<file path="src/hw/epsc_defs.svh">
`ifndef EPSC_DEFS_SVH
`define EPSC_DEFS_SVH

// Fast clock period split into VCO phase steps
`define EPSC_VCO_TAPS 8
`define EPSC_HALF_TAPS 4
// Serialization factor and receiver width
`define EPSC_SER_FACTOR 8
`define EPSC_RX_CHANNELS 18
`define EPSC_SLICE_BITS 8
// Lock delay after reset
`define EPSC_CLK_PERIOD_NS 10
`define EPSC_LOCK_TIME_NS 1000
`define EPSC_LOCK_CYCLES ((`EPSC_LOCK_TIME_NS + `EPSC_CLK_PERIOD_NS - 1) / `EPSC_CLK_PERIOD_NS)
`define EPSC_LOCK_CNT_BITS 16
// Reset values
`define EPSC_RST_TICK 0
`define EPSC_RST_TAPS 8'h00

`endif

</file>
<file path="src/hw/epsc_pkg.sv">
package epsc_pkg;

    typedef struct packed {
        logic dpa_en;
        logic soft_clock_data_recovery;
        logic multibank;
    } epsc_mode_t;

    typedef struct packed {
        logic fast_clk;
        logic load_en;
    } epsc_clk_set_t;

    typedef enum logic {
        LOCK_WAIT,
        LOCK_DONE
    } epsc_lock_state_t;

endpackage : epsc_pkg

</file>
<file path="src/hw/epsc_deser.sv">
`timescale 1ns/1ps
`default_nettype none
`include "epsc_defs.svh"

module epsc_deser #(
    parameter int CHANNELS = `EPSC_RX_CHANNELS,
    parameter int SLICE = `EPSC_SLICE_BITS
) (
    input wire logic sys_clk,
    input wire logic reset_n,
    input wire logic [CHANNELS-1:0] ser_in,
    input wire epsc_pkg::epsc_clk_set_t clk_set,
    input wire logic core_clk,
    output logic [CHANNELS*SLICE-1:0] rx_parallel
);
    import epsc_pkg::*;

    logic fast_prev_r;
    logic core_prev_r;
    logic fall;
    logic core_rise;
    logic [CHANNELS*SLICE-1:0] shift_r, shift_nxt;
    logic [CHANNELS*SLICE-1:0] par_r, par_nxt;
    logic [CHANNELS*SLICE-1:0] out_nxt;

    assign fall = fast_prev_r & ~clk_set.fast_clk;
    assign core_rise = core_clk & ~core_prev_r;

    // Channel n owns bits 8n-8..8n-1, first bit lands in the MSB
    genvar ch;
    generate
        for (ch = 0; ch < CHANNELS; ch++) begin : g_chan
            always_comb begin
                shift_nxt[ch*SLICE +: SLICE] = shift_r[ch*SLICE +: SLICE];
                if (fall) begin
                    shift_nxt[ch*SLICE +: SLICE] = {shift_r[ch*SLICE +: SLICE-1], ser_in[ch]};
                end
            end
        end
    endgenerate

    always_comb begin
        par_nxt = par_r;
        out_nxt = rx_parallel;
        if (fall && clk_set.load_en) begin
            par_nxt = shift_nxt;
        end
        if (core_rise) begin
            out_nxt = par_r;
        end
    end

    always_ff @(posedge sys_clk or negedge reset_n) begin
        if (!reset_n) begin
            fast_prev_r <= 1'b0;
            core_prev_r <= 1'b0;
            shift_r <= '0;
            par_r <= '0;
            rx_parallel <= '0;
        end else begin
            fast_prev_r <= clk_set.fast_clk;
            core_prev_r <= core_clk;
            shift_r <= shift_nxt;
            par_r <= par_nxt;
            rx_parallel <= out_nxt;
        end
    end
endmodule : epsc_deser
`default_nettype wire

</file>
<file path="src/hw/epsc_top.sv">
`timescale 1ns/1ps
`default_nettype none
`include "epsc_defs.svh"

// Function
// - Fast serial clock runs at data rate, 180 degree shift, 50% duty.
// - Load strobe at word rate, phase (F-1)/F*360, high one bit period.
// - Core clock at word rate, phase 180/F degrees, 50% duty.
// - Eight VCO phase taps at data rate for alignment or recovery receivers.
// - Recovery receiver ignores load strobe; that output may stay unconnected.
// - Multibank transmitters get second fast clock and load; core from output four.
// - Fast clock equals reference word clock times the serialization factor.
// - Serial bits sampled on falling edge of fast clock.
// - Receiver channel n occupies parallel bits 8n-8 through 8n-1.
module epsc_top #(
    parameter int SER_FACTOR = `EPSC_SER_FACTOR,
    parameter int CHANNELS = `EPSC_RX_CHANNELS,
    parameter int SLICE = `EPSC_SLICE_BITS,
    parameter int TAPS = `EPSC_VCO_TAPS
) (
    input wire logic sys_clk,
    input wire logic reset_n,
    input wire epsc_pkg::epsc_mode_t mode,
    input wire logic [CHANNELS-1:0] rx_serial,
    output logic pll_output_zero,
    output logic pll_output_one,
    output logic pll_output_two,
    output logic pll_output_three,
    output logic pll_output_four,
    output logic [TAPS-1:0] vco_phase,
    output logic pll_locked,
    output logic [CHANNELS*SLICE-1:0] rx_parallel
);
    import epsc_pkg::*;

    localparam int WORD_TICKS = TAPS * SER_FACTOR;
    localparam int TW = $clog2(WORD_TICKS);
    localparam int HALF = `EPSC_HALF_TAPS;
    localparam logic [TW-1:0] TICK_LAST = TW'(WORD_TICKS - 1);
    localparam logic [TW-1:0] LOAD_START = TW'(TAPS * (SER_FACTOR - 1));
    localparam logic [TW-1:0] CORE_RISE = TW'(HALF);
    localparam logic [TW-1:0] CORE_FALL = TW'(HALF * SER_FACTOR + HALF);
    localparam logic [`EPSC_LOCK_CNT_BITS-1:0] LOCK_LAST = `EPSC_LOCK_CNT_BITS'(`EPSC_LOCK_CYCLES - 1);
    localparam int LD = TAPS * SER_FACTOR;
    localparam int CW = HALF * SER_FACTOR;

    // Tick counter: one fast clock period is TAPS ticks
    logic [TW-1:0] tick_r, tick_nxt;
    logic [2:0] phase;

    // Raw waveforms before mode gating
    epsc_clk_set_t set_raw;
    logic core_raw;
    logic [TAPS-1:0] taps_raw;

    // Registered outputs
    epsc_clk_set_t set0_r, set0_nxt;
    epsc_clk_set_t set1_r, set1_nxt;
    epsc_clk_set_t deser_set_r, deser_set_nxt;
    logic core_r, core_nxt;
    logic [TAPS-1:0] taps_r, taps_nxt;

    // Lock sequencing
    epsc_lock_state_t lock_st_r, lock_st_nxt;
    logic [`EPSC_LOCK_CNT_BITS-1:0] lock_cnt_r, lock_cnt_nxt;

    // Serial input synchroniser
    logic [CHANNELS-1:0] ser_meta_r;
    logic [CHANNELS-1:0] ser_sync_r;

    // Registered multibank select for output mux
    logic mode_mb_r;

    assign phase = tick_r[2:0];

    always_comb begin
        tick_nxt = (tick_r == TICK_LAST) ? '0 : tick_r + TW'(1);
    end

    always_comb begin
        set_raw.fast_clk = (phase >= 3'(HALF));
        set_raw.load_en = (tick_r >= LOAD_START);
        core_raw = (tick_r >= CORE_RISE) && (tick_r < CORE_FALL);
    end

    genvar k;
    generate
        for (k = 0; k < TAPS; k++) begin : g_tap
            always_comb begin
                taps_raw[k] = 3'(phase - 3'(k)) < 3'(HALF);
            end
        end
    endgenerate

    // Output selection by mode
    always_comb begin
        set0_nxt.fast_clk = set_raw.fast_clk;
        set0_nxt.load_en = set_raw.load_en & ~mode.soft_clock_data_recovery;
        set1_nxt = '0;
        deser_set_nxt = set_raw;
        core_nxt = core_raw;
        taps_nxt = '0;
        if (mode.multibank) begin
            set1_nxt = set_raw;
        end
        if (mode.dpa_en || mode.soft_clock_data_recovery) begin
            taps_nxt = taps_raw;
        end
    end

    always_comb begin
        lock_st_nxt = lock_st_r;
        lock_cnt_nxt = lock_cnt_r;
        case (lock_st_r)
            LOCK_WAIT: begin
                if (lock_cnt_r == LOCK_LAST) begin
                    lock_st_nxt = LOCK_DONE;
                end else begin
                    lock_cnt_nxt = lock_cnt_r + `EPSC_LOCK_CNT_BITS'(1);
                end
            end
            LOCK_DONE: begin
                lock_cnt_nxt = lock_cnt_r;
            end
            default: begin
                lock_st_nxt = LOCK_WAIT;
                lock_cnt_nxt = '0;
            end
        endcase
    end

    always_ff @(posedge sys_clk or negedge reset_n) begin
        if (!reset_n) begin
            tick_r <= TW'(`EPSC_RST_TICK);
            set0_r <= '0;
            set1_r <= '0;
            deser_set_r <= '0;
            core_r <= 1'b0;
            taps_r <= `EPSC_RST_TAPS;
            lock_st_r <= LOCK_WAIT;
            lock_cnt_r <= '0;
            ser_meta_r <= '0;
            ser_sync_r <= '0;
        end else begin
            tick_r <= tick_nxt;
            set0_r <= set0_nxt;
            set1_r <= set1_nxt;
            deser_set_r <= deser_set_nxt;
            core_r <= core_nxt;
            taps_r <= taps_nxt;
            lock_st_r <= lock_st_nxt;
            lock_cnt_r <= lock_cnt_nxt;
            ser_meta_r <= rx_serial;
            ser_sync_r <= ser_meta_r;
        end
    end

    // Output four carries core clock in multibank, else output two does
    assign pll_output_zero = set0_r.fast_clk;
    assign pll_output_one = set0_r.load_en;
    assign pll_output_two = mode_mb_r ? set1_r.fast_clk : core_r;
    assign pll_output_three = set1_r.load_en;
    assign pll_output_four = mode_mb_r ? core_r : 1'b0;
    assign vco_phase = taps_r;
    assign pll_locked = (lock_st_r == LOCK_DONE);

    always_ff @(posedge sys_clk or negedge reset_n) begin
        if (!reset_n) begin
            mode_mb_r <= 1'b0;
        end else begin
            mode_mb_r <= mode.multibank;
        end
    end

    epsc_deser #(
        .CHANNELS(CHANNELS),
        .SLICE(SLICE)
    ) u_deser (
        .sys_clk(sys_clk),
        .reset_n(reset_n),
        .ser_in(ser_sync_r),
        .clk_set(deser_set_r),
        .core_clk(core_r),
        .rx_parallel(rx_parallel)
    );
endmodule : epsc_top
`default_nettype wire

</file>
<file path="config.mk">
export PLATFORM = sky130hd
export DESIGN_NAME = epsc_top
export DESIGN_NICKNAME = d
export VERILOG_FILES = /design/src/hw/epsc_pkg.sv /design/src/hw/epsc_deser.sv /design/src/hw/epsc_top.sv
export VERILOG_INCLUDE_DIRS = /design/src /design/src/hw
export SDC_FILE = /design/constraint.sdc
export NUM_CORES = 1
export LEC_CHECK = 0
export BUFFER_PORTS_ARGS = -buffer_cell sky130_fd_sc_hd__buf_2
export CAP_MARGIN = 0
export CELL_PAD_IN_SITES_DETAIL_PLACEMENT = 1
export CELL_PAD_IN_SITES_GLOBAL_PLACEMENT = 1
export CORE_ASPECT_RATIO = 0.6
export CORE_MARGIN = 10
export CORE_UTILIZATION = 50
export CTS_CLUSTER_DIAMETER = 60
export DETAILED_ROUTE_END_ITERATION = 10
export HOLD_SLACK_MARGIN = 0.05
export PLACE_DENSITY = 0.85
export SLEW_MARGIN = 20
export SYNTH_ARGS = -nofsm -noshare
export SYNTH_HDL_FRONTEND = slang
export SYNTH_SLANG_ARGS = --single-unit
export TNS_END_PERCENT = 10
</file>
<file path="constraint.sdc">
create_clock -name sys_clk -period 2.05 [get_ports sys_clk]
set_input_delay 0 -clock sys_clk [delete_from_list [all_inputs] [get_ports sys_clk]]
set_output_delay 0 -clock sys_clk [all_outputs]
set_load 0.01 [all_outputs]
</file>
==> flow_metrics.tcl, run 1 <==
set metrics [dict create \
    die_height_um 167 \
    tns_ns 0 \
    viasPerCell 5.21 \
    r2r-start "pll_locked" \
    gp_congestion 0.734 \
    final-setup-viol-count 0 \
    ant_nets 0 \
    core_sq_um 35200 \
    ys.flop_type "dfrtp_1" \
    vias 9205 \
    hold_violations 0 \
    r2r.worst_path.cells 3 \
    ys_seq_area_share_pct 68.4 \
    synth_top_area_share_pct 68.4 \
    cp.required_ns 2.52 \
    first_pass_iters 4 \
    finalCritPeriodShare_pct 82.7 \
    clock_sinks 490 \
    insertion_delay_ns 0.56 \
    syn_area_sq_um 17900 \
    antenna_found_initial 0 \
    cts_made_buffers 44 \
    syn_nets 1068 \
    ir_drop_mv 0.674 \
    highest_layer "met4" \
    drv_slew 0 \
    timing.final.ws_setup_ns 0.355 \
    fmax_mhz 590 \
    period_minus_slack_ns 1.70 \
    post_cts_resized 0 \
    routedWlPerCell_um 21.7 \
    nets 1295 \
    tightest_slew_ns 0.572 \
    critPathKind "reg2reg" \
    cts-hold-fix-buffers 23 \
    rsz0062_at_grt "false" \
    layout_common_cells "dfrtp_1 (490), mux2_2 (356), buf_2 (179)" \
    powerDensity_nw_per_um2 875 \
    routed-wl-met3_um 1440 \
    grt_usage_pct 17.7 \
    dieArea_sq_um 44100 \
    netlist_top_cells_area "dfrtp_1 (68%), mux2_2 (22%), mux2_1 (2.7%)" \
    clk_pin_slew_ns 0.07 \
    startpoint_type "register" \
    crit_fanout 7 \
    ioPinCount 181 \
    synth-edff-count 0 \
    postSynth.asyncResetShare_pct 100 \
    met2_length_um 19200 \
    clock_path_buffers 3 \
    syn_avg_cell_area_sq_um 17.2 \
    cts_tree "done" \
    status "finished clean" \
    cts_root_buf "clkbuf_16" \
    grt_start_max_net_pins 67 \
    drtIter0Drc 485 \
    drc_errors 0 \
    whs_endpoint "ser_meta_r[12]" \
    ys_seq_elements 490 \
    drt-total-wl_um 38400 \
    relSlewSlack_pct 61.8 \
    grt_pass1_vias 10689 \
    synth_cell_types 33 \
    syn_inst 1041 \
    overflow 0 \
    leakage_nw 11.2 \
    maxCapViolCount 0 \
    synth_largest_area_cell "dfrtp_1" \
    worstHoldStart "rx_serial[12]" \
    power_mw 18.5 \
    crit_arrival_ns 2.16 \
    skew_ns 0.0171 \
    met1Wirelength_um 17200 \
    final_common_cell "dfrtp_1" \
    num_rows 53 \
    reg2reg_setup_slack_ns 0.35 \
    holdPathStages 2 \
    die-width_um 264 \
    grt_pass1_wl_um 62800 \
    n_antenna_cell 0 \
    port_buffers 180 \
    syn_to_final_growth_pct 18.2 \
    critPathCaptureType "register" \
    h-tree-depth 2 \
    layout-drive-gt1-share_pct 50.6 \
    initial_core_util_pct 50.9 \
    postCtsSetupBuffers 0 \
    ys_warn_count 0 \
    worst_r2r_endpoint "lock_cnt_r[15]" \
    pre_cts_ws_ns 0.316 \
    hold_path_class "in2reg" \
    place_hpwl_um 24900 \
]
-- per-stage QoR --
stage / hold slack (ns) / cells / util (%) / cell area (sq um)
floorplan: -0.296 / 1041 / - / 17900
global placement: -0.0141 / 1666 / 55.4 / 19500
detailed placement: -0.0163 / 1666 / 55.4 / 19500
CTS: 0.0578 / 1766 / 60.2 / 21200
global route: 0.0680 / 1766 / 60.2 / 21200
finish: 0.0827 / 1766 / 60.2 / 21200
-- layout make-up --
type                    instances  area [sq um]
fillers                      3166         14000
flip-flops and latches        490         12300
multi-input cells             495          5360
repair buffers                231          1530
clock buffers                  66          1320
well taps                     467           584
clock inverters                11           116
inverters                       6          22.5
-- per-layer routing --
metal,vias to the layer above,global-route usage (%)
met5,-,0
met3,38,3.65
met4,0,3.61
li1,4107,-
met2,134,30.1
met1,4926,23.1
-- worst max-delay path, cell delays in order (launching register included) --
cell      delay [ns]
dfrtp_1         0.43
nand4b_1        0.46
nor4_1          0.51
xor2_1          0.20
-- power by group --
part           leakage [nW]  switching [mW]  total, mW  internal [mW]
Combinational          3.94           0.248      0.412          0.164
Clock                 0.711            3.54       8.23           4.69
Sequential             6.51          0.0940       9.90           9.80
-- flip-flops by register name, indices dropped and copies added, names as in the netlist, 2 cells and up --
name and flops:
tick_r 6, vco_phase 8, u_deser.rx_parallel 144, u_deser.shift_r 126
lock_cnt_r 16, ser_sync_r 18, ser_meta_r 18, u_deser.par_r 144
deser_set_r 2
-- Yosys cell counts (5+ instances only) --
cell type	n
xnor2_1	9
nand2_1	5
inv_1	6
dfrtp_1	490
nor2b_1	6
buf_6	7
nor4_1	5
mux2_2	356
nor3_1	5
mux2_4	17
xor2_1	12
buf_2	32
buf_4	8
nor2_1	10
mux2_1	43
-- cells by family after synthesis --
group / after synthesis / share of synthesized area, %
adders and majority gates: 4 / 0.279
and+or+nand+nor: 52 / 1.82
DFF: 490 / 68.4
buffers and inverters: 56 / 1.86
muxes: 416 / 26.5
xor gates and xnor gates: 21 / 1.03
AOI/OAI and AO/OA: 2 / 0.140
-- worst max path at each step --
stage	slack [ns]	end	cells past startpoint	startpoint
finish	0.35	lock_cnt_r[15]	3	pll_locked
global route	0.23	lock_cnt_r[10]	3	lock_cnt_r[3]
CTS	0.31	u_deser.par_r[91]	4	deser_set_r[1]
detailed placement	0.32	u_deser.par_r[91]	4	deser_set_r[1]
global placement	0.41	u_deser.par_r[97]	4	deser_set_r[1]
floorplan	0.55	u_deser.shift_r[100]	5	deser_set_r[1]
Note: power is estimated with default switching activity, not from simulation.
==> run 2, diff against run 1 <==
--- a/config.mk
+++ b/config.mk
@@ -12,11 +12,11 @@
 export CELL_PAD_IN_SITES_GLOBAL_PLACEMENT = 1
 export CORE_ASPECT_RATIO = 0.6
 export CORE_MARGIN = 10
-export CORE_UTILIZATION = 50
+export CORE_UTILIZATION = 45
 export CTS_CLUSTER_DIAMETER = 60
 export DETAILED_ROUTE_END_ITERATION = 10
 export HOLD_SLACK_MARGIN = 0.05
-export PLACE_DENSITY = 0.85
+export PLACE_DENSITY = 0.81
 export SLEW_MARGIN = 20
 export SYNTH_ARGS = -nofsm -noshare
 export SYNTH_HDL_FRONTEND = slang
==> constraint.sdc (replaced) <==
create_clock -name sys_clk -period 1.4 [get_ports sys_clk]
set_input_delay 0 -clock sys_clk [delete_from_list [all_inputs] [get_ports sys_clk]]
set_output_delay 0 -clock sys_clk [all_outputs]
set_load 0.01 [all_outputs]
==> run 2 against run 1 <==
The flow now finishes with violations (negative setup slack). Global-route usage down 1.7 points. Fmax up 12%. Hold slack better by 0.016 ns.
==> flow_metrics.tcl, run 2 (synthesis results as in run 1) <==
set metrics [dict create \
    status "complete, but fails checks" \
    failed_checks "negative setup slack" \
    viasPerCell 5.04 \
    cts_root_buf "clkbuf_16" \
    tns_ns -15.60 \
    first_pass_iters 4 \
    grt_pass1_vias 10715 \
    syn_to_final_growth_pct 23.5 \
    routedWlPerCell_um 21.5 \
    fin_cells 1864 \
    n_antenna_cell 0 \
    ant_nets 0 \
    crit_arrival_ns 1.92 \
    timing.final.ws_setup_ns -0.112 \
    vias 9386 \
    drtIter0Drc 458 \
    hold_path_class "in2reg" \
    gr-usage-met3_pct 3.37 \
    reg2reg_setup_slack_ns -0.11 \
    worstHoldStart "rx_serial[8]" \
    insertion_delay_ns 0.56 \
    startpoint_type "register" \
    crit_fanout 13 \
    overflow 0 \
    antenna_found_initial 0 \
    crit_start "deser_set_r[1]" \
    clock_path_buffers 3 \
    die-width_um 278 \
    layout-drive-gt1-share_pct 55.5 \
    final_common_cell "dfrtp_1" \
    cts_made_buffers 45 \
    dieArea_sq_um 48500 \
    final-setup-viol-count 326 \
    dp.cells 1753 \
    fmax_mhz 661 \
    h-tree-depth 2 \
    clk_pin_slew_ns 0.06 \
    drv_slew 0 \
    grt_usage_pct 16.0 \
    grt_start_max_net_pins 59 \
    cp.required_ns 1.81 \
    period_minus_slack_ns 1.51 \
    gr-usage-met2_pct 29.1 \
    hold_violations 0 \
    ioPinCount 181 \
    gp_congestion 0.740 \
    die_height_um 175 \
    power_mw 27.6 \
    critPathCaptureType "register" \
    place_hpwl_um 25300 \
    clock_sinks 490 \
    num_rows 56 \
    drt-total-wl_um 40100 \
    leakage_nw 11.7 \
    critPathKind "reg2reg" \
    tightest_slew_ns 0.835 \
    initial_core_util_pct 45.8 \
    core_sq_um 39200 \
    relSlewSlack_pct 44.3 \
    maxCapViolCount 0 \
    finalCritPeriodShare_pct 108 \
    nets 1337 \
    largestRegisters "u_deser.par_r x144, u_deser.rx_parallel x144, u_deser.shift_r x126" \
    cts_tree "done" \
    place_area_sq_um 19900 \
    skew_ns 0.0298 \
    layout_common_cells "dfrtp_1 (490), mux2_2 (343), buf_2 (177)" \
    grt_pass1_wl_um 63000 \
    r2r-start "deser_set_r[1]" \
    powerDensity_nw_per_um2 1250 \
    port_buffers 180 \
    drc_errors 0 \
    ir_drop_mv 0.982 \
    top_usage_layer "met2" \
    hold_ws_ns 0.0984 \
    rsz0062_at_grt "true" \
    post-route-util_pct 56.5 \
    pre_cts_ws_ns -0.128 \
    final_area_sq_um 22100 \
    met1_usage_pct 19.1 \
]
run 2: changes by cell type in the layout (fill, tap and decap cells not counted), sizes merged:
cell,delta
bufinv,+1
nand2,+1
dlymetal6s4s,+1
buf,+34
inv,-3
clkinv,+8
clkbuf,+1
run 2: area by class of cell:
class                           instances  area, sq um
Clock buffer                           62         1340
Clock inverter                         17          183
Fill cell                            3619        17000
Multi-Input combinational cell        496         5610
Inverter                                6         22.5
Tap cell                              522          653
Sequential cell                       490        12300
Timing Repair Buffer                  271         2070
run 2: path summary, 6_finish.rpt:
check                                          end  cells after the start
max                             u_deser.par_r[103]                      5
min                                  ser_meta_r[8]                      2
max reg2reg                     u_deser.par_r[103]                      5
min reg2reg                          ser_sync_r[1]                      0
max in group asynchronous  u_deser.rx_parallel[88]                      3
min in group asynchronous        u_deser.par_r[87]                      3
run 2: power breakdown:
group | internal (mW) | switching [mW] | leakage (nW) | total, mW
clock network | 7.26 | 5.26 | 0.765 | 12.5
logic | 0.257 | 0.359 | 4.42 | 0.616
registers | 14.4 | 0.145 | 6.51 | 14.5
total | 21.9 | 5.76 | 11.7 | 27.6
run 2: layer usage:
metal / vias to the layer above / wire length, um
met3: 50 / 1450
met1: 5038 / 16800
met2: 118 / 21300
met5: - / 0
li1: 4180 / -
met4: 0 / 638
run 2: timing repair:
item	in CTS	in global routing
setup buffers	1	2
pin swaps	2	2
gates cloned	0	6
gates resized for setup	40	31
hold endpoints to repair	520	0
setup endpoints to repair	347	394
hold buffers	23	0
run 2: critical path, cell delays in order (launching register included):
cell,delay [ns]
dfrtp_1,0.41
nor2b_4,0.19
buf_12,0.15
nand2_8,0.11
buf_8,0.19
mux2_1,0.32
